## src/logic/sbrg_regs.svh

```systemverilog
// Register map, field positions and reset values of the bit-rate generator.
// Assumes a 12-bit APB byte address with one 32-bit word per register.
`ifndef SBRG_REGS_SVH
`define SBRG_REGS_SVH

// ----------------------------------------------------------------------
// Offsets
// ----------------------------------------------------------------------
`define SBRG_OFF_MODE 12'h000
`define SBRG_OFF_DIVISOR 12'h004
`define SBRG_OFF_STC 12'h008
`define SBRG_OFF_WAIT 12'h00c
`define SBRG_OFF_SRC 12'h010
`define SBRG_OFF_STATUS 12'h014

// ----------------------------------------------------------------------
// Fields
// ----------------------------------------------------------------------
`define SBRG_MODE_SYNC_BIT 7
`define SBRG_MODE_MP_BIT 2
`define SBRG_STC_MPE_BIT 2
`define SBRG_STC_ACK_BIT 3
`define SBRG_WAIT_CLOCK_DOUBLE_DIVIDE_BIT 3
`define SBRG_WAIT_PHALF_BIT 0
`define SBRG_SRC_CLOCK_SOURCE_ENABLE_LO_BIT 0
`define SBRG_SRC_CLOCK_SOURCE_ENABLE_HI_BIT 1

// ----------------------------------------------------------------------
// Reset values and counts
// ----------------------------------------------------------------------
`define SBRG_MODE_RST 8'h00
`define SBRG_DIVISOR_RST 8'hff
`define SBRG_STC_RST 8'h00
`define SBRG_WAIT_RST 8'h00
`define SBRG_SRC_RST 2'h0
`define SBRG_X16_LAST 4'hf
`define SBRG_X16_SAMPLE 4'h7
`define SBRG_SYNC_HALF_LAST 2'h3

`endif

```

## src/logic/sbrg_pkg.sv

```systemverilog
// Types shared by the bit-rate generator modules.
// Assumes nothing beyond a SystemVerilog compiler.
package sbrg_pkg;
  typedef logic [7:0] sbrg_byte_t;
  typedef logic [1:0] sbrg_cks_t;
  typedef enum logic {SBRG_ASYNC, SBRG_SYNC} sbrg_mode_e;
endpackage

```

## src/logic/sbrg_tick_if.sv

```systemverilog
// Tick carrier between the prescaler, the divisor counter and the top.
// Assumes all three run on pclk.
`timescale 1ns/100ps
interface sbrg_tick_if;
  logic pre_tick;
  logic half_tick;
  modport src (output pre_tick);
  modport div (input pre_tick, output half_tick);
  modport sink (input half_tick);
endinterface

```

## src/logic/sbrg_prescaler.sv

```systemverilog
// Input clock selection and prescaler of the bit-rate generator.
// Assumes pclk is the system clock and the peripheral clock is pclk or
// pclk/2, the latter made here as an enable on every other cycle.
`timescale 1ns/100ps
module sbrg_prescaler (
  input wire logic pclk,
  input wire logic presetn,
  input wire sbrg_pkg::sbrg_cks_t cks,
  input wire logic clock_double_divide,
  input wire logic periph_half,
  sbrg_tick_if.src tick
);
  import sbrg_pkg::*;

  logic periph_ph_q;
  logic [6:0] cnt_q;
  logic [6:0] last;
  logic base_en;

  // Last count of each prescale ratio
  function automatic logic [6:0] pre_last(input sbrg_cks_t n,
                                          input logic dbl);
    unique case (n)
      2'h0: pre_last = 7'h00;
      2'h1: pre_last = dbl ? 7'h07 : 7'h03;
      2'h2: pre_last = dbl ? 7'h1f : 7'h0f;
      2'h3: pre_last = dbl ? 7'h7f : 7'h3f;
    endcase
  endfunction

  assign last = pre_last(cks, clock_double_divide);
  // System clock for n of zero, peripheral clock otherwise
  assign base_en = (cks == 2'h0) | ~periph_half | periph_ph_q;

  always_ff @(posedge pclk or negedge presetn) begin
    if (!presetn) periph_ph_q <= 1'b0;
    else periph_ph_q <= ~periph_ph_q;
  end

  // A ratio change restarts cleanly since cnt_q is clamped by >=
  always_ff @(posedge pclk or negedge presetn) begin
    if (!presetn) begin
      cnt_q <= 7'h00;
    end else if (base_en) begin
      if (cnt_q >= last) cnt_q <= 7'h00;
      else cnt_q <= cnt_q + 7'h01;
    end
  end

  always_ff @(posedge pclk or negedge presetn) begin
    if (!presetn) tick.pre_tick <= 1'b0;
    else tick.pre_tick <= base_en & (cnt_q >= last);
  end
endmodule

```

## src/logic/sbrg_divider.sv

```systemverilog
// Divisor counter: one half_tick every N+1 prescaled ticks.
// Assumes pre_tick is a one-cycle pulse on pclk.
`timescale 1ns/100ps
module sbrg_divider (
  input wire logic pclk,
  input wire logic presetn,
  input wire sbrg_pkg::sbrg_byte_t divisor,
  sbrg_tick_if.div tick
);
  import sbrg_pkg::*;

  sbrg_byte_t cnt_q;
  sbrg_byte_t reload_q;

  // Divisor is taken only at terminal count, so a write never cuts a
  // period short
  always_ff @(posedge pclk or negedge presetn) begin
    if (!presetn) begin
      cnt_q <= 8'h00;
      reload_q <= 8'h00;
    end else if (tick.pre_tick) begin
      if (cnt_q == reload_q) begin
        cnt_q <= 8'h00;
        reload_q <= divisor;
      end else begin
        cnt_q <= cnt_q + 8'h01;
      end
    end
  end

  always_ff @(posedge pclk or negedge presetn) begin
    if (!presetn) tick.half_tick <= 1'b0;
    else tick.half_tick <= tick.pre_tick & (cnt_q == reload_q);
  end
endmodule

```

## src/logic/sbrg_top.sv

```systemverilog
// Bit-rate generator top: APB registers, clock source choice, bit and
// sample timing, multiprocessor enable and pass-through control bits.
// Assumes an APB master on pclk and an external serial clock pin that is
// asynchronous to pclk.
//
// Design decisions made here: register access over APB and the register addresses.
`timescale 1ns/100ps
`include "sbrg_regs.svh"

module sbrg_top (
  input wire logic pclk,
  input wire logic presetn,
  input wire logic [11:0] paddr,
  input wire logic psel,
  input wire logic penable,
  input wire logic pwrite,
  input wire logic [31:0] pwdata,
  input wire logic [3:0] pstrb,
  output logic [31:0] prdata,
  output logic pready,
  output logic pslverr,
  input wire logic ext_sck_in,
  output logic sck_out,
  output logic sck_oe,
  output logic bit_tick,
  output logic x16_tick,
  output logic sample_strobe,
  output logic mp_format,
  output logic [1:0] timer_clock_select,
  output logic [3:0] i2c_control,
  output logic slave_input_switch
);
  import sbrg_pkg::*;

  // ----------------------------------------------------------------------
  // Registers
  // ----------------------------------------------------------------------
  sbrg_byte_t mode_q;
  sbrg_byte_t divisor_q;
  sbrg_byte_t stc_q;
  sbrg_byte_t wait_q;
  logic [1:0] src_q;
  logic [31:0] rdata_d;
  logic hit;
  logic access;
  logic wr_en;
  logic lane0;

  sbrg_mode_e mode;
  logic internal;
  logic max_rate;

  // ----------------------------------------------------------------------
  // External clock synchroniser
  // ----------------------------------------------------------------------
  logic sck_s1_q;
  logic sck_s2_q;
  logic sck_s3_q;
  logic sck_lvl_q;
  logic ext_rise;

  // ----------------------------------------------------------------------
  // Bit timing
  // ----------------------------------------------------------------------
  logic [1:0] ph_q;
  logic [3:0] cnt16_q;
  logic x16_evt;
  logic sync_evt;

  sbrg_tick_if tick_bus ();

  // Address decode, shared by the error response and write enable
  function automatic logic addr_known(input logic [11:0] a);
    unique case (a)
      `SBRG_OFF_MODE, `SBRG_OFF_DIVISOR, `SBRG_OFF_STC,
      `SBRG_OFF_WAIT, `SBRG_OFF_SRC, `SBRG_OFF_STATUS: addr_known = 1'b1;
      default: addr_known = 1'b0;
    endcase
  endfunction

  // ----------------------------------------------------------------------
  // APB slave
  // ----------------------------------------------------------------------
  // One wait state: pready rises the cycle after the access phase starts,
  // so read data can come from a flop
  assign hit = addr_known(paddr);
  assign access = psel & penable & ~pready;
  assign wr_en = psel & penable & pready & pwrite & hit;
  assign lane0 = pstrb[0];

  always_ff @(posedge pclk or negedge presetn) begin
    if (!presetn) begin
      pready <= 1'b0;
      pslverr <= 1'b0;
    end else begin
      pready <= access;
      pslverr <= access & ~hit;
    end
  end

  always_comb begin
    rdata_d = 32'h0000_0000;
    unique case (paddr)
      `SBRG_OFF_MODE: rdata_d[7:0] = mode_q;
      `SBRG_OFF_DIVISOR: rdata_d[7:0] = divisor_q;
      `SBRG_OFF_STC: rdata_d[7:0] = stc_q;
      `SBRG_OFF_WAIT: rdata_d[7:0] = wait_q;
      `SBRG_OFF_SRC: rdata_d[1:0] = src_q;
      `SBRG_OFF_STATUS: rdata_d[4:0] = {max_rate, mp_format, sck_lvl_q,
                                        sck_out, internal};
      default: rdata_d = 32'h0000_0000;
    endcase
  end

  always_ff @(posedge pclk or negedge presetn) begin
    if (!presetn) prdata <= 32'h0000_0000;
    else if (access & ~pwrite) prdata <= rdata_d;
  end

  // Only byte lane 0 carries register bits; other lanes are ignored
  always_ff @(posedge pclk or negedge presetn) begin
    if (!presetn) begin
      mode_q <= `SBRG_MODE_RST;
      divisor_q <= `SBRG_DIVISOR_RST;
      stc_q <= `SBRG_STC_RST;
      wait_q <= `SBRG_WAIT_RST;
      src_q <= `SBRG_SRC_RST;
    end else if (wr_en & lane0) begin
      unique case (paddr)
        `SBRG_OFF_MODE: mode_q <= pwdata[7:0];
        `SBRG_OFF_DIVISOR: divisor_q <= pwdata[7:0];
        `SBRG_OFF_STC: stc_q <= pwdata[7:0];
        `SBRG_OFF_WAIT: wait_q <= pwdata[7:0];
        `SBRG_OFF_SRC: src_q <= pwdata[1:0];
        default: ;
      endcase
    end
  end

  // ----------------------------------------------------------------------
  // Mode and source decode
  // ----------------------------------------------------------------------
  assign mode = mode_q[`SBRG_MODE_SYNC_BIT] ? SBRG_SYNC : SBRG_ASYNC;
  assign internal = ~src_q[`SBRG_SRC_CLOCK_SOURCE_ENABLE_HI_BIT];
  // Fastest sync setting is legal; the transmitter must pace itself
  assign max_rate = (mode == SBRG_SYNC) & (mode_q[1:0] == 2'h0)
                  & (divisor_q == 8'h00);

  // ----------------------------------------------------------------------
  // Prescaler and divisor counter
  // ----------------------------------------------------------------------
  sbrg_prescaler u_pre (
    .pclk(pclk),
    .presetn(presetn),
    .cks(mode_q[1:0]),
    .clock_double_divide(wait_q[`SBRG_WAIT_CLOCK_DOUBLE_DIVIDE_BIT]),
    .periph_half(wait_q[`SBRG_WAIT_PHALF_BIT]),
    .tick(tick_bus.src)
  );

  sbrg_divider u_div (
    .pclk(pclk),
    .presetn(presetn),
    .divisor(divisor_q),
    .tick(tick_bus.div)
  );

  // ----------------------------------------------------------------------
  // External clock input
  // ----------------------------------------------------------------------
  always_ff @(posedge pclk or negedge presetn) begin
    if (!presetn) begin
      sck_s1_q <= 1'b0;
      sck_s2_q <= 1'b0;
      sck_s3_q <= 1'b0;
    end else begin
      sck_s1_q <= ext_sck_in;
      sck_s2_q <= sck_s1_q;
      sck_s3_q <= sck_s2_q;
    end
  end

  // A level change counts only when the last two stages agree
  always_ff @(posedge pclk or negedge presetn) begin
    if (!presetn) sck_lvl_q <= 1'b0;
    else if (sck_s2_q == sck_s3_q) sck_lvl_q <= sck_s3_q;
  end

  assign ext_rise = (sck_s2_q == sck_s3_q) & sck_s3_q & ~sck_lvl_q;

  // ----------------------------------------------------------------------
  // Bit timing
  // ----------------------------------------------------------------------
  // Two half ticks make one cycle of the 16x clock; four make a sync bit
  always_ff @(posedge pclk or negedge presetn) begin
    if (!presetn) ph_q <= 2'h0;
    else if (internal & tick_bus.half_tick) ph_q <= ph_q + 2'h1;
  end

  // Async: 16 x16 cycles of 2(N+1) ticks give the 32x factor
  assign x16_evt = internal ? (tick_bus.half_tick & ph_q[0])
                            : ext_rise;
  // Sync: 4 half periods of N+1 ticks give the 4x factor
  assign sync_evt = internal ? (tick_bus.half_tick
                               & (ph_q == `SBRG_SYNC_HALF_LAST))
                             : ext_rise;

  always_ff @(posedge pclk or negedge presetn) begin
    if (!presetn) cnt16_q <= 4'h0;
    else if (mode == SBRG_SYNC) cnt16_q <= 4'h0;
    else if (x16_evt) cnt16_q <= cnt16_q + 4'h1;
  end

  always_ff @(posedge pclk or negedge presetn) begin
    if (!presetn) begin
      bit_tick <= 1'b0;
      x16_tick <= 1'b0;
      sample_strobe <= 1'b0;
    end else if (mode == SBRG_ASYNC) begin
      bit_tick <= x16_evt & (cnt16_q == `SBRG_X16_LAST);
      x16_tick <= x16_evt;
      sample_strobe <= x16_evt & (cnt16_q == `SBRG_X16_SAMPLE);
    end else begin
      bit_tick <= sync_evt;
      x16_tick <= 1'b0;
      sample_strobe <= sync_evt;
    end
  end

  // ----------------------------------------------------------------------
  // Serial clock pin
  // ----------------------------------------------------------------------
  // Async drives a bit-rate clock only when asked; sync drives whenever the clock is internal
  always_ff @(posedge pclk or negedge presetn) begin
    if (!presetn) begin
      sck_out <= 1'b1;
      sck_oe <= 1'b0;
    end else begin
      sck_oe <= internal & ((mode == SBRG_SYNC)
                            | src_q[`SBRG_SRC_CLOCK_SOURCE_ENABLE_LO_BIT]);
      if (mode == SBRG_SYNC) sck_out <= ~ph_q[1];
      else sck_out <= ~cnt16_q[3];
    end
  end

  // ----------------------------------------------------------------------
  // Control outputs
  // ----------------------------------------------------------------------
  always_ff @(posedge pclk or negedge presetn) begin
    if (!presetn) begin
      mp_format <= 1'b0;
      timer_clock_select <= 2'h0;
      i2c_control <= 4'h0;
      slave_input_switch <= 1'b0;
    end else begin
      // Format bit only counts with the enable set, and only in async
      mp_format <= stc_q[`SBRG_STC_MPE_BIT]
                 & mode_q[`SBRG_MODE_MP_BIT] & (mode == SBRG_ASYNC);
      timer_clock_select <= stc_q[1:0];
      i2c_control <= stc_q[7:4];
      slave_input_switch <= stc_q[`SBRG_STC_ACK_BIT];
    end
  end
endmodule

```

## config.mk

```make
export PLATFORM = sky130hd
export DESIGN_NAME = sbrg_top
export DESIGN_NICKNAME = d
export VERILOG_FILES = /design/src/logic/sbrg_pkg.sv /design/src/logic/sbrg_tick_if.sv /design/src/logic/sbrg_prescaler.sv /design/src/logic/sbrg_divider.sv /design/src/logic/sbrg_top.sv
export VERILOG_INCLUDE_DIRS = /design/src /design/src/logic
export SDC_FILE = /design/constraint.sdc
export NUM_CORES = 1
export LEC_CHECK = 0
export ABC_AREA = 0
export BUFFER_PORTS_ARGS = -buffer_cell sky130_fd_sc_hd__buf_2
export CAP_MARGIN = 20
export CORE_UTILIZATION = 35
export DETAILED_ROUTE_END_ITERATION = 16
export HOLD_SLACK_MARGIN = 0.03
export PLACE_DENSITY = 0.57
export SLEW_MARGIN = 20
export SYNTH_ARGS = -nofsm -noshare
export SYNTH_HDL_FRONTEND = slang
export SYNTH_HIERARCHICAL = 1
export SYNTH_SLANG_ARGS = --single-unit
```

## constraint.sdc

```tcl
create_clock -name pclk -period 3 [get_ports pclk]
set_clock_uncertainty 0.2 [all_clocks]
set_input_delay 0 -clock pclk [delete_from_list [all_inputs] [get_ports pclk]]
set_output_delay 0 -clock pclk [all_outputs]
set_load 0.02 [all_outputs]
```

==> Word level (Yosys, flattened, before mapping) <==
Index checks and enable logic that the tools add are counted.
{ "op_classes": {"add_sub_neg": 4, "mux": 19, "reduce_logical": 11, "mul": 0, "n_div": 0, "n_shift": 0, "order_cmp": 1, "n_bitwise": 35, "eq_ne": 13} }
{ "ops": {"columns": ["op", "n"], "rows": [
  ["case mux 7 bit (4 select lines)", 1],
  ["== test 12 x 4 -> 1 bit, second input constant", 2],
  ["== test 12 x 5 -> 1 bit, second input constant", 2],
  ["AND 1 bit", 22],
  ["case mux 3 bit (5 select lines)", 1],
  ["two-way mux 7 bit", 2],
  ["== test 12 x 3 -> 1 bit, second input constant", 1],
  ["zero test 12 bit", 1],
  ["case mux 2 bit (6 select lines)", 1],
  ["case mux 3 bit (4 select lines)", 1],
  ["AND reduction 2 bit", 6],
  ["inverter 1 bit", 10],
  ["adder 8 x 1 -> 8 bit, second input constant", 1],
  ["== test 8 bit", 1],
  ["zero test 8 bit", 1],
  ["two-way mux 1 bit", 8],
  ["two-way mux 4 bit", 2],
  ["two-way mux 8 bit", 1],
  ["adder 7 x 1 -> 7 bit, second input constant", 1],
  ["greater-or-equal comparator 7 bit", 1],
  ["== test 2 bit, second input constant", 3],
  ["OR reduction 6 bit", 1],
  ["two-way mux 5 bit", 1],
  ["adder 4 x 1 -> 4 bit, second input constant", 1],
  ["9 further kinds", 11]
]} }
{ "totals": {"output_inout_bits": 47, "latchBits": 0, "reg_bits": 93, "rom_bits": 0, "memories": 0, "ram_bits": 0} }

==> Depth between registers and ports, before layout <==
Gate-level depths: netlist (run 1).
{ "depth": {"ltp_word": 6, "ltp_mapped": 8} }

==> Modules after synthesis <==
Netlist (run 1), hierarchy kept.
{ "modules_own_cells": {"columns": ["module", "area_each_um2", "seq_area_each_um2", "instances", "cells_each"], "rows": [
  ["sbrg_top", 3163.0, 1687.9, 1, 252],
  ["sbrg_divider", 865.8, 425.4, 1, 74],
  ["sbrg_prescaler", 605.6, 225.2, 1, 66]
]} }

==> Worst setup path before layout (run 1) <==
Ideal clock, no wire load.
{ "synth_timing": {"path_type": "register -> register", "from": "register pready", "to": "register wait_q[0]", "path_buffers": 2, "slack_ps": 725, "path_stages_with_launch": 7, "t_arrival_ps": 1950, "period_less_slack_ps": 2275, "path_cell_list": "dfrtp_1 > nand3_1 > or2_2 > clkbuf_1 > or4_4 > buf_6 > mux2_4"} }
{ "synth_between": {"elab_chain_len": 5} }
{ "synth_rtl": {"columns": ["element", "line", "rtl"], "rows": [
  ["start: declaration", "sbrg_top.sv:20", "output logic pready,"],
  ["start signal: assignment", "sbrg_top.sv:96", "pready <= access;"],
  ["AND 1 bit (3 in a row)", "sbrg_top.sv:88", "assign wr_en = psel & penable & pready & pwrite & hit;"],
  ["AND 1 bit", "sbrg_top.sv:128", "end else if (wr_en & lane0) begin"],
  ["AND reduction 2 bit (no line)", null, null],
  ["end signal: assignment", "sbrg_top.sv:126", "wait_q <= `SBRG_WAIT_RST;"],
  ["end signal: assignment", "sbrg_top.sv:133", "`SBRG_OFF_WAIT: wait_q <= pwdata[7:0];"],
  ["end: declaration", "sbrg_top.sv:41", "sbrg_byte_t wait_q;"]
]} }
Every way passes these cells.
A chain may end at the register's enable or synchronous reset.

==> Final worst setup path (run 1) <==
{ "layout_timing": {"from": "input port paddr[10]", "to": "register divisor_q[3]"} }
{ "layout_between": {"elab_chain_len": 6, "elab_cells_between_ends": 11, "classes_between": "5 x eq/ne; 1 x mux; 2 x bitwise; 3 x reduce/logical"} }
{ "layout_rtl": {"columns": ["element", "line", "rtl"], "rows": [
  ["start: declaration", "sbrg_top.sv:13", "input wire logic [11:0] paddr,"],
  ["== test 12 x 5 -> 1 bit, or another cell as far along", "sbrg_top.sv:74", "unique case (a)"],
  ["OR reduction 6 bit", "sbrg_top.sv:74", null],
  ["two-way mux 1 bit", "sbrg_top.sv:74", null],
  ["AND 1 bit", "sbrg_top.sv:88", null],
  ["AND 1 bit", "sbrg_top.sv:128", null],
  ["AND reduction 2 bit (no line) *", null, null],
  ["end signal: assignment", "sbrg_top.sv:124", "divisor_q <= `SBRG_DIVISOR_RST;"],
  ["end signal: assignment", "sbrg_top.sv:131", "`SBRG_OFF_DIVISOR: divisor_q <= pwdata[7:0];"],
  ["end: declaration", "sbrg_top.sv:39", "sbrg_byte_t divisor_q;"]
]} }
Mark *: on every way between the ends. The rest lies on a longest branch, timed or not.

==> out/qor.yml, run 1 <==
route:
  drcViolationCount: 0
  drt_iter0_markers: 156
  wire_per_inst_um: 15.23
  drt-pass1-iter-count: 4
  ant_nets: 0
  vias_per_cell: 4.952
  dr_total_vias: 3194
  drt_wl_total_mm: 9.826
layout:
  final_common_cell: "dfrtp_1"
  antenna_cells: 0
  drive_gt1_share_pct: 30.02
  syn_to_final_growth_pct: 19.79
  mostFrequentLayoutCells: "dfrtp_1, buf_2, mux2_2, nor2_1"
  fin_util_pct: 43.46
  layout.nets: 534
  stdcell_count: 645
  fillers: 1199
cts:
  cts_buffer_depth: 2
  htree_num_levels: 3
  tritoncts: "yes"
  clockRootBuffer: "clkbuf_16"
  path_clk_slew_ps: 60
  post_cts_buffers: 0
  cts_inserted_buffers: 9
  cts.sinks: 93
  clk_latency_ps: 330
timing:
  max_freq_mhz: 370.6
  hold_viol: 0
  relSlewSlack_pct: 48.75
  setup_tns_ps: 0
  drv_slew: 0
  setup_viol: 0
  fin_crit_sh_pct: 89.95
  rsz0062_at_grt: "no"
  period_needed_ps: 2699
  worst_pin_slew_ps: 768.8
setup_path:
  worst-path-max-fanout: 6
  reg2reg_slack_ps: 490
  path_buf_inv: 5
  cp-end-kind: "flop"
  required_ps: 3060
  cp-start-kind: "input port"
  arrival_ps: 2760
  cpLargestDelayFamily: "buffers and inverters"
  slowest_delay_ps: 590
  crit_path_cell_trace: "dlygate4sd3_1, buf_2, nor4_2, dlygate4sd3_1, buf_4, nand3_1, nor3_2, buf_4, mux2_2"
  crit_type: "input port to flop"
  critical-path-slowest-cell: "dlygate4sd3_1"
grt:
  grt_pass1_vias: 3139
  grt_usage_pct: 15.49
  grt_pass1_wl_mm: 16.08
  antenna_found_initial: 0
  grt_start_max_net_pins: 59
  gr-total-overflow: 0
floorplanning:
  pin_count: 101
  coreArea_sq_mm: 0.01277
  start_util_pct: 36.28
  die_w_um: 117.1
  die_h_um: 117.1
  die_area_sq_mm: 0.01371
  fp-row-count: 41
synthesis:
  yosys.area_share.simple_pct: 14.66
  ys_ff_latch: 93
  synthAdderAreaFrac_pct: 3.240
  synthDistinctLibCells: 55
  netlist_area_sq_mm: 0.004634
  async_flop_share_pct: 100.0
  synthMuxAreaShare_pct: 16.71
  synth_compound_area_share_pct: 5.373
  yosysSeqAreaShare_pct: 50.46
  synthXorXnorAreaFrac_pct: 3.024
  avgSynthCellArea_sq_um: 11.82
  synth-warning-count: 6
  synth_top_family_by_area: "multiplexers"
  ys.flop_type: "dfrtp_1"
  synth_edf_count: 0
  netlist_instances: 392
placed_design:
  portBuffers: 49
  dp_cells: 608
  gp_congestion: 0.7524
  dpl.hpwl_mm: 6.933
power:
  power_density_mw_per_mm2: 542.0
  p_comb_share_pct: 10.3
  internal-power_uw: 2306
  p_leak_uw: 0.002636
  power_switching_uw: 702.5
  peakVddDrop_mv: 0.2614
  power.total_uw: 3009
  seq_power_share_pct: 45.5
  clkPwrFrac_pct: 44.2
  p_sw_share_pct: 23.35
run_status:
  status: "finished clean"
run:
  max-cap-violations: 0
hold_path:
  hold_class: "input port to flop"
through the flow:
stage          hold WS (ps)  area, sq um  setup slack, ps
2_1_floorplan        -495.6         4721            725.1
3_3_place_gp         -83.00         4982            582.2
3_5_place_dp         -85.00         4982            518.7
4_1_cts               39.77         5552            279.0
5_1_grt               99.53         5552            134.9
6_report              46.81         5552            301.4
routing by layer:
| layer | global-route usage [%] | up-vias | part of all wire [%] |
|---|---|---|---|
| met2 | 23.63 | 96 | 45 |
| li1 | - | 1502 | - |
| met4 | 5.232 | 0 | 1.4 |
| met3 | 2.111 | 9 | 4.3 |
| met1 | 22.64 | 1587 | 49 |
| met5 | 0 | - | 0 |
area by class of cell:
type	instances	area, sq um	share of cell area [%]
Sequential cell	93	2338	42.12
Multi-Input combinational cell	275	2083	37.53
Timing Repair Buffer	77	510.5	9.195
Clock buffer	11	252.7	4.553
Tap cell	172	215.2	3.876
Clock inverter	5	106.4	1.916
Inverter	12	45.04	0.8114
worst min-delay path, stage by stage:
cell and delay, ps:
buf_2 100, or3_1 190, nor4_1 80, a21oi_1 110, a21oi_1 70
cells by family (layout without fill, tap and decap cells):
| family | after synthesis | after routing |
|---|---|---|
| AO/OA/AOI/OAI | 42 | 42 |
| XOR/XNOR | 16 | 16 |
| adder cells (fa/ha/maj) | 12 | 12 |
| buffers and inverters | 47 | 105 |
| flip-flops | 93 | 93 |
| multiplexers | 62 | 62 |
| other | 1 | 24 |
| AND/OR/NAND/NOR | 119 | 119 |
final timing paths:
| kind | from | to | depth (start not counted) |
|---|---|---|---|
| max reg2reg | mode_q[1] | u_pre/cnt_q[0] | 7 |
| max | paddr[10] | divisor_q[3] | 9 |
| min | paddr[7] | prdata[2] | 5 |
| max in group asynchronous | presetn | divisor_q[6] | 3 |
| min in group asynchronous | presetn | u_pre/cnt_q[1] | 2 |
| min reg2reg | sck_s1_q | sck_s2_q | 0 |
power by group through the flow:
| stage | Combinational (uW) | Sequential [uW] | Clock [uW] |
|---|---|---|---|
| after global placement | 284 | 1390 | 0 |
| after floorplan | 188 | 1400 | 0 |
| after global routing | 356 | 1380 | 1410 |
| after CTS | 314 | 1370 | 1360 |
| after detailed placement | 293 | 1390 | 0 |
| final | 311 | 1370 | 1330 |
state kept, by name (all words and copies together) (netlist names), 4 cells and up:
name and count:
cnt16_q 4, u_div/cnt_q 8, i2c_control 4, u_pre/cnt_q 7, u_div/reload_q 8, prdata 8
mode_q 8, stc_q 8, wait_q 8, divisor_q 8
cell usage after synthesis (5+ instances only):
master,number,area (sq um)
nand2_1,24,90.09
nand4_1,5,31.28
or3_1,6,37.54
nor4_1,6,37.54
inv_1,12,45.04
buf_4,24,180.2
a21oi_1,13,65.06
nand3_1,12,60.06
o21ai_0,13,65.06
mux2_2,33,371.6
mux2_4,14,210.2
nor2_1,27,101.4
ha_1,12,150.1
nor3_1,9,45.04
dfstp_2,9,236.5
mux2i_1,11,110.1
xnor2_1,12,105.1
dfrtp_1,84,2102
repair_timing:
action                                 in CTS  in global routing
resized for setup                           0                  0
endpoints found under the hold margin     101                  0
hold buffers                               21                  0
(Power assumes the default switching activity.)
==> run 2, diff against run 1 <==
--- a/config.mk
+++ b/config.mk
@@ -12,6 +12,7 @@
 export CORE_UTILIZATION = 35
 export DETAILED_ROUTE_END_ITERATION = 16
 export HOLD_SLACK_MARGIN = 0.03
+export MAX_ROUTING_LAYER = met4
 export PLACE_DENSITY = 0.57
 export SLEW_MARGIN = 20
 export SYNTH_ARGS = -nofsm -noshare
==> run 2 against run 1 <==
Critical path depth unchanged; final cell count unchanged; clock power about the same; register-to-register slack about the same; die area unchanged; via count about the same; utilization unchanged; first-iteration DRC count up 5.1%; sequential share of layout area unchanged; global-route usage up 0.49 points; non-clock buffer count unchanged; fmax down 0.55%; critical path type unchanged; critical endpoint is now stc_q[3]; largest power group unchanged; highest routed layer unchanged.
==> out/qor.yml, run 2 (synthesis results as in run 1) <==
layout:
  drive_gt1_share_pct: 30.02
  antenna_cells: 0
  layout.nets: 534
  mostFrequentLayoutCells: "dfrtp_1, buf_2, mux2_2, nor2_1"
  final_cell_area_sq_mm: 0.005552
  final_common_cell: "dfrtp_1"
  syn_to_final_growth_pct: 19.79
setup_path:
  crit_path_end: "stc_q[3]"
  worst-path-max-fanout: 6
  crit_type: "input port to flop"
  cp-start-kind: "input port"
  r2r_end: "u_pre/cnt_q[0]"
  crit_start: "paddr[10]"
  required_ps: 3010
  r2r_cells: 7
  reg2reg_slack_ps: 500
  cp-end-kind: "flop"
  arrival_ps: 2730
  crit-reg2reg-launch: "mode_q[1]"
floorplanning:
  die_h_um: 117.1
  coreArea_sq_mm: 0.01277
  die_area_sq_mm: 0.01371
  fp-row-count: 41
  pin_count: 101
  die_w_um: 117.1
  start_util_pct: 36.28
power:
  power.total_uw: 3009
  p_leak_uw: 0.002636
  p_comb_share_pct: 10.4
  internal-power_uw: 2306
  peakVddDrop_mv: 0.2633
  power_density_mw_per_mm2: 542.1
  p_sw_share_pct: 23.37
  seq_power_share_pct: 45.5
  power_switching_uw: 703.1
  clkPwrFrac_pct: 44.2
timing:
  setup_viol: 0
  setup_ws_ps: 286.4
  fin_crit_sh_pct: 90.45
  rsz0062_at_grt: "no"
  relSlewSlack_pct: 49.21
  worst_pin_slew_ps: 761.9
  drv_slew: 0
  period_needed_ps: 2714
  max_freq_mhz: 368.5
  hold_viol: 0
  setup_tns_ps: 0
grt:
  grt_pass1_vias: 3141
  grt_usage_pct: 15.98
  antenna_found_initial: 0
  grt_start_max_net_pins: 59
  grt_pass1_wl_mm: 16.07
  gr-total-overflow: 0
placed_design:
  portBuffers: 49
  gp_congestion: 0.7620
  dpl.hpwl_mm: 6.933
  pre_cts_ws_ps: 518.7
  dpl-instance-area_sq_mm: 0.004982
hold_path:
  hold_class: "input port to flop"
  min-delay-start: "paddr[7]"
route:
  wire_per_inst_um: 15.18
  ant_nets: 0
  dr_total_vias: 3191
  drt_wl_total_mm: 9.791
  drt-pass1-iter-count: 4
  drt_iter0_markers: 164
  vias_per_cell: 4.947
  drcViolationCount: 0
cts:
  cts_inserted_buffers: 9
  ctsResizeCount: 0
  clk_latency_ps: 330
  clockRootBuffer: "clkbuf_16"
  cts_buffer_depth: 2
  htree_num_levels: 3
  path_clk_slew_ps: 60
  tritoncts: "yes"
  post_cts_buffers: 0
  cts.sinks: 93
run_status:
  status: "finished clean"
run:
  max-cap-violations: 0
## run 2: layer usage
metal	global-route usage, %	vias up	part of all wire, %
li1	-	1502	-
met1	22.78	1581	50
met2	23.59	99	46
met3	2.008	9	3.0
met4	5.232	0	1.3
met5	-	-	0
## run 2: worst min-delay path by stage
stage                                end  cells past startpoint
after CTS                      prdata[7]                      6
after global placement    u_pre/cnt_q[3]                      1
after global routing           prdata[2]                      5
after detailed placement        sck_s1_q                      1
final                          prdata[2]                      5
after floorplan                 bit_tick                      0
## run 2: layout make-up
type / count / area [sq um]
fill: 1199 / 7222
clock inverter: 5 / 106.4
sequential: 93 / 2338
timing repair buffer: 77 / 510.5
multi-input combinational: 275 / 2083
inverter: 12 / 45.04
tap: 172 / 215.2
clock buffer: 11 / 252.7
## run 2: timing repair
action | in CTS | in global routing
endpoints found under the hold margin | 101 | 0
hold buffers | 21 | 0
setup endpoints to repair | 0 | 0
## run 2: power groups by stage
stage	Clock [uW]	Sequential [uW]	Combinational [uW]
4_1_cts	1360	1370	314
3_3_place_gp	0	1390	284
3_5_place_dp	0	1390	293
2_1_floorplan	0	1400	188
5_1_grt	1410	1380	356
6_report	1330	1370	312
## run 2: critical path, stage by stage
cell,delay [ps]
dlygate4sd3_1,540
buf_2,130
nor4_2,140
dlygate4sd3_1,590
buf_4,140
nand2_1,100
nor4_4,500
buf_4,250
mux2_2,330
## run 2: per-stage QoR
stage	utilization, %	hold WS, ps	cells
5_1_grt	43.46	99.52	645
3_5_place_dp	39.00	-85.00	608
2_1_floorplan	-	-495.6	415
3_3_place_gp	39.00	-83.00	608
6_report	43.46	43.53	645
4_1_cts	43.46	39.77	645
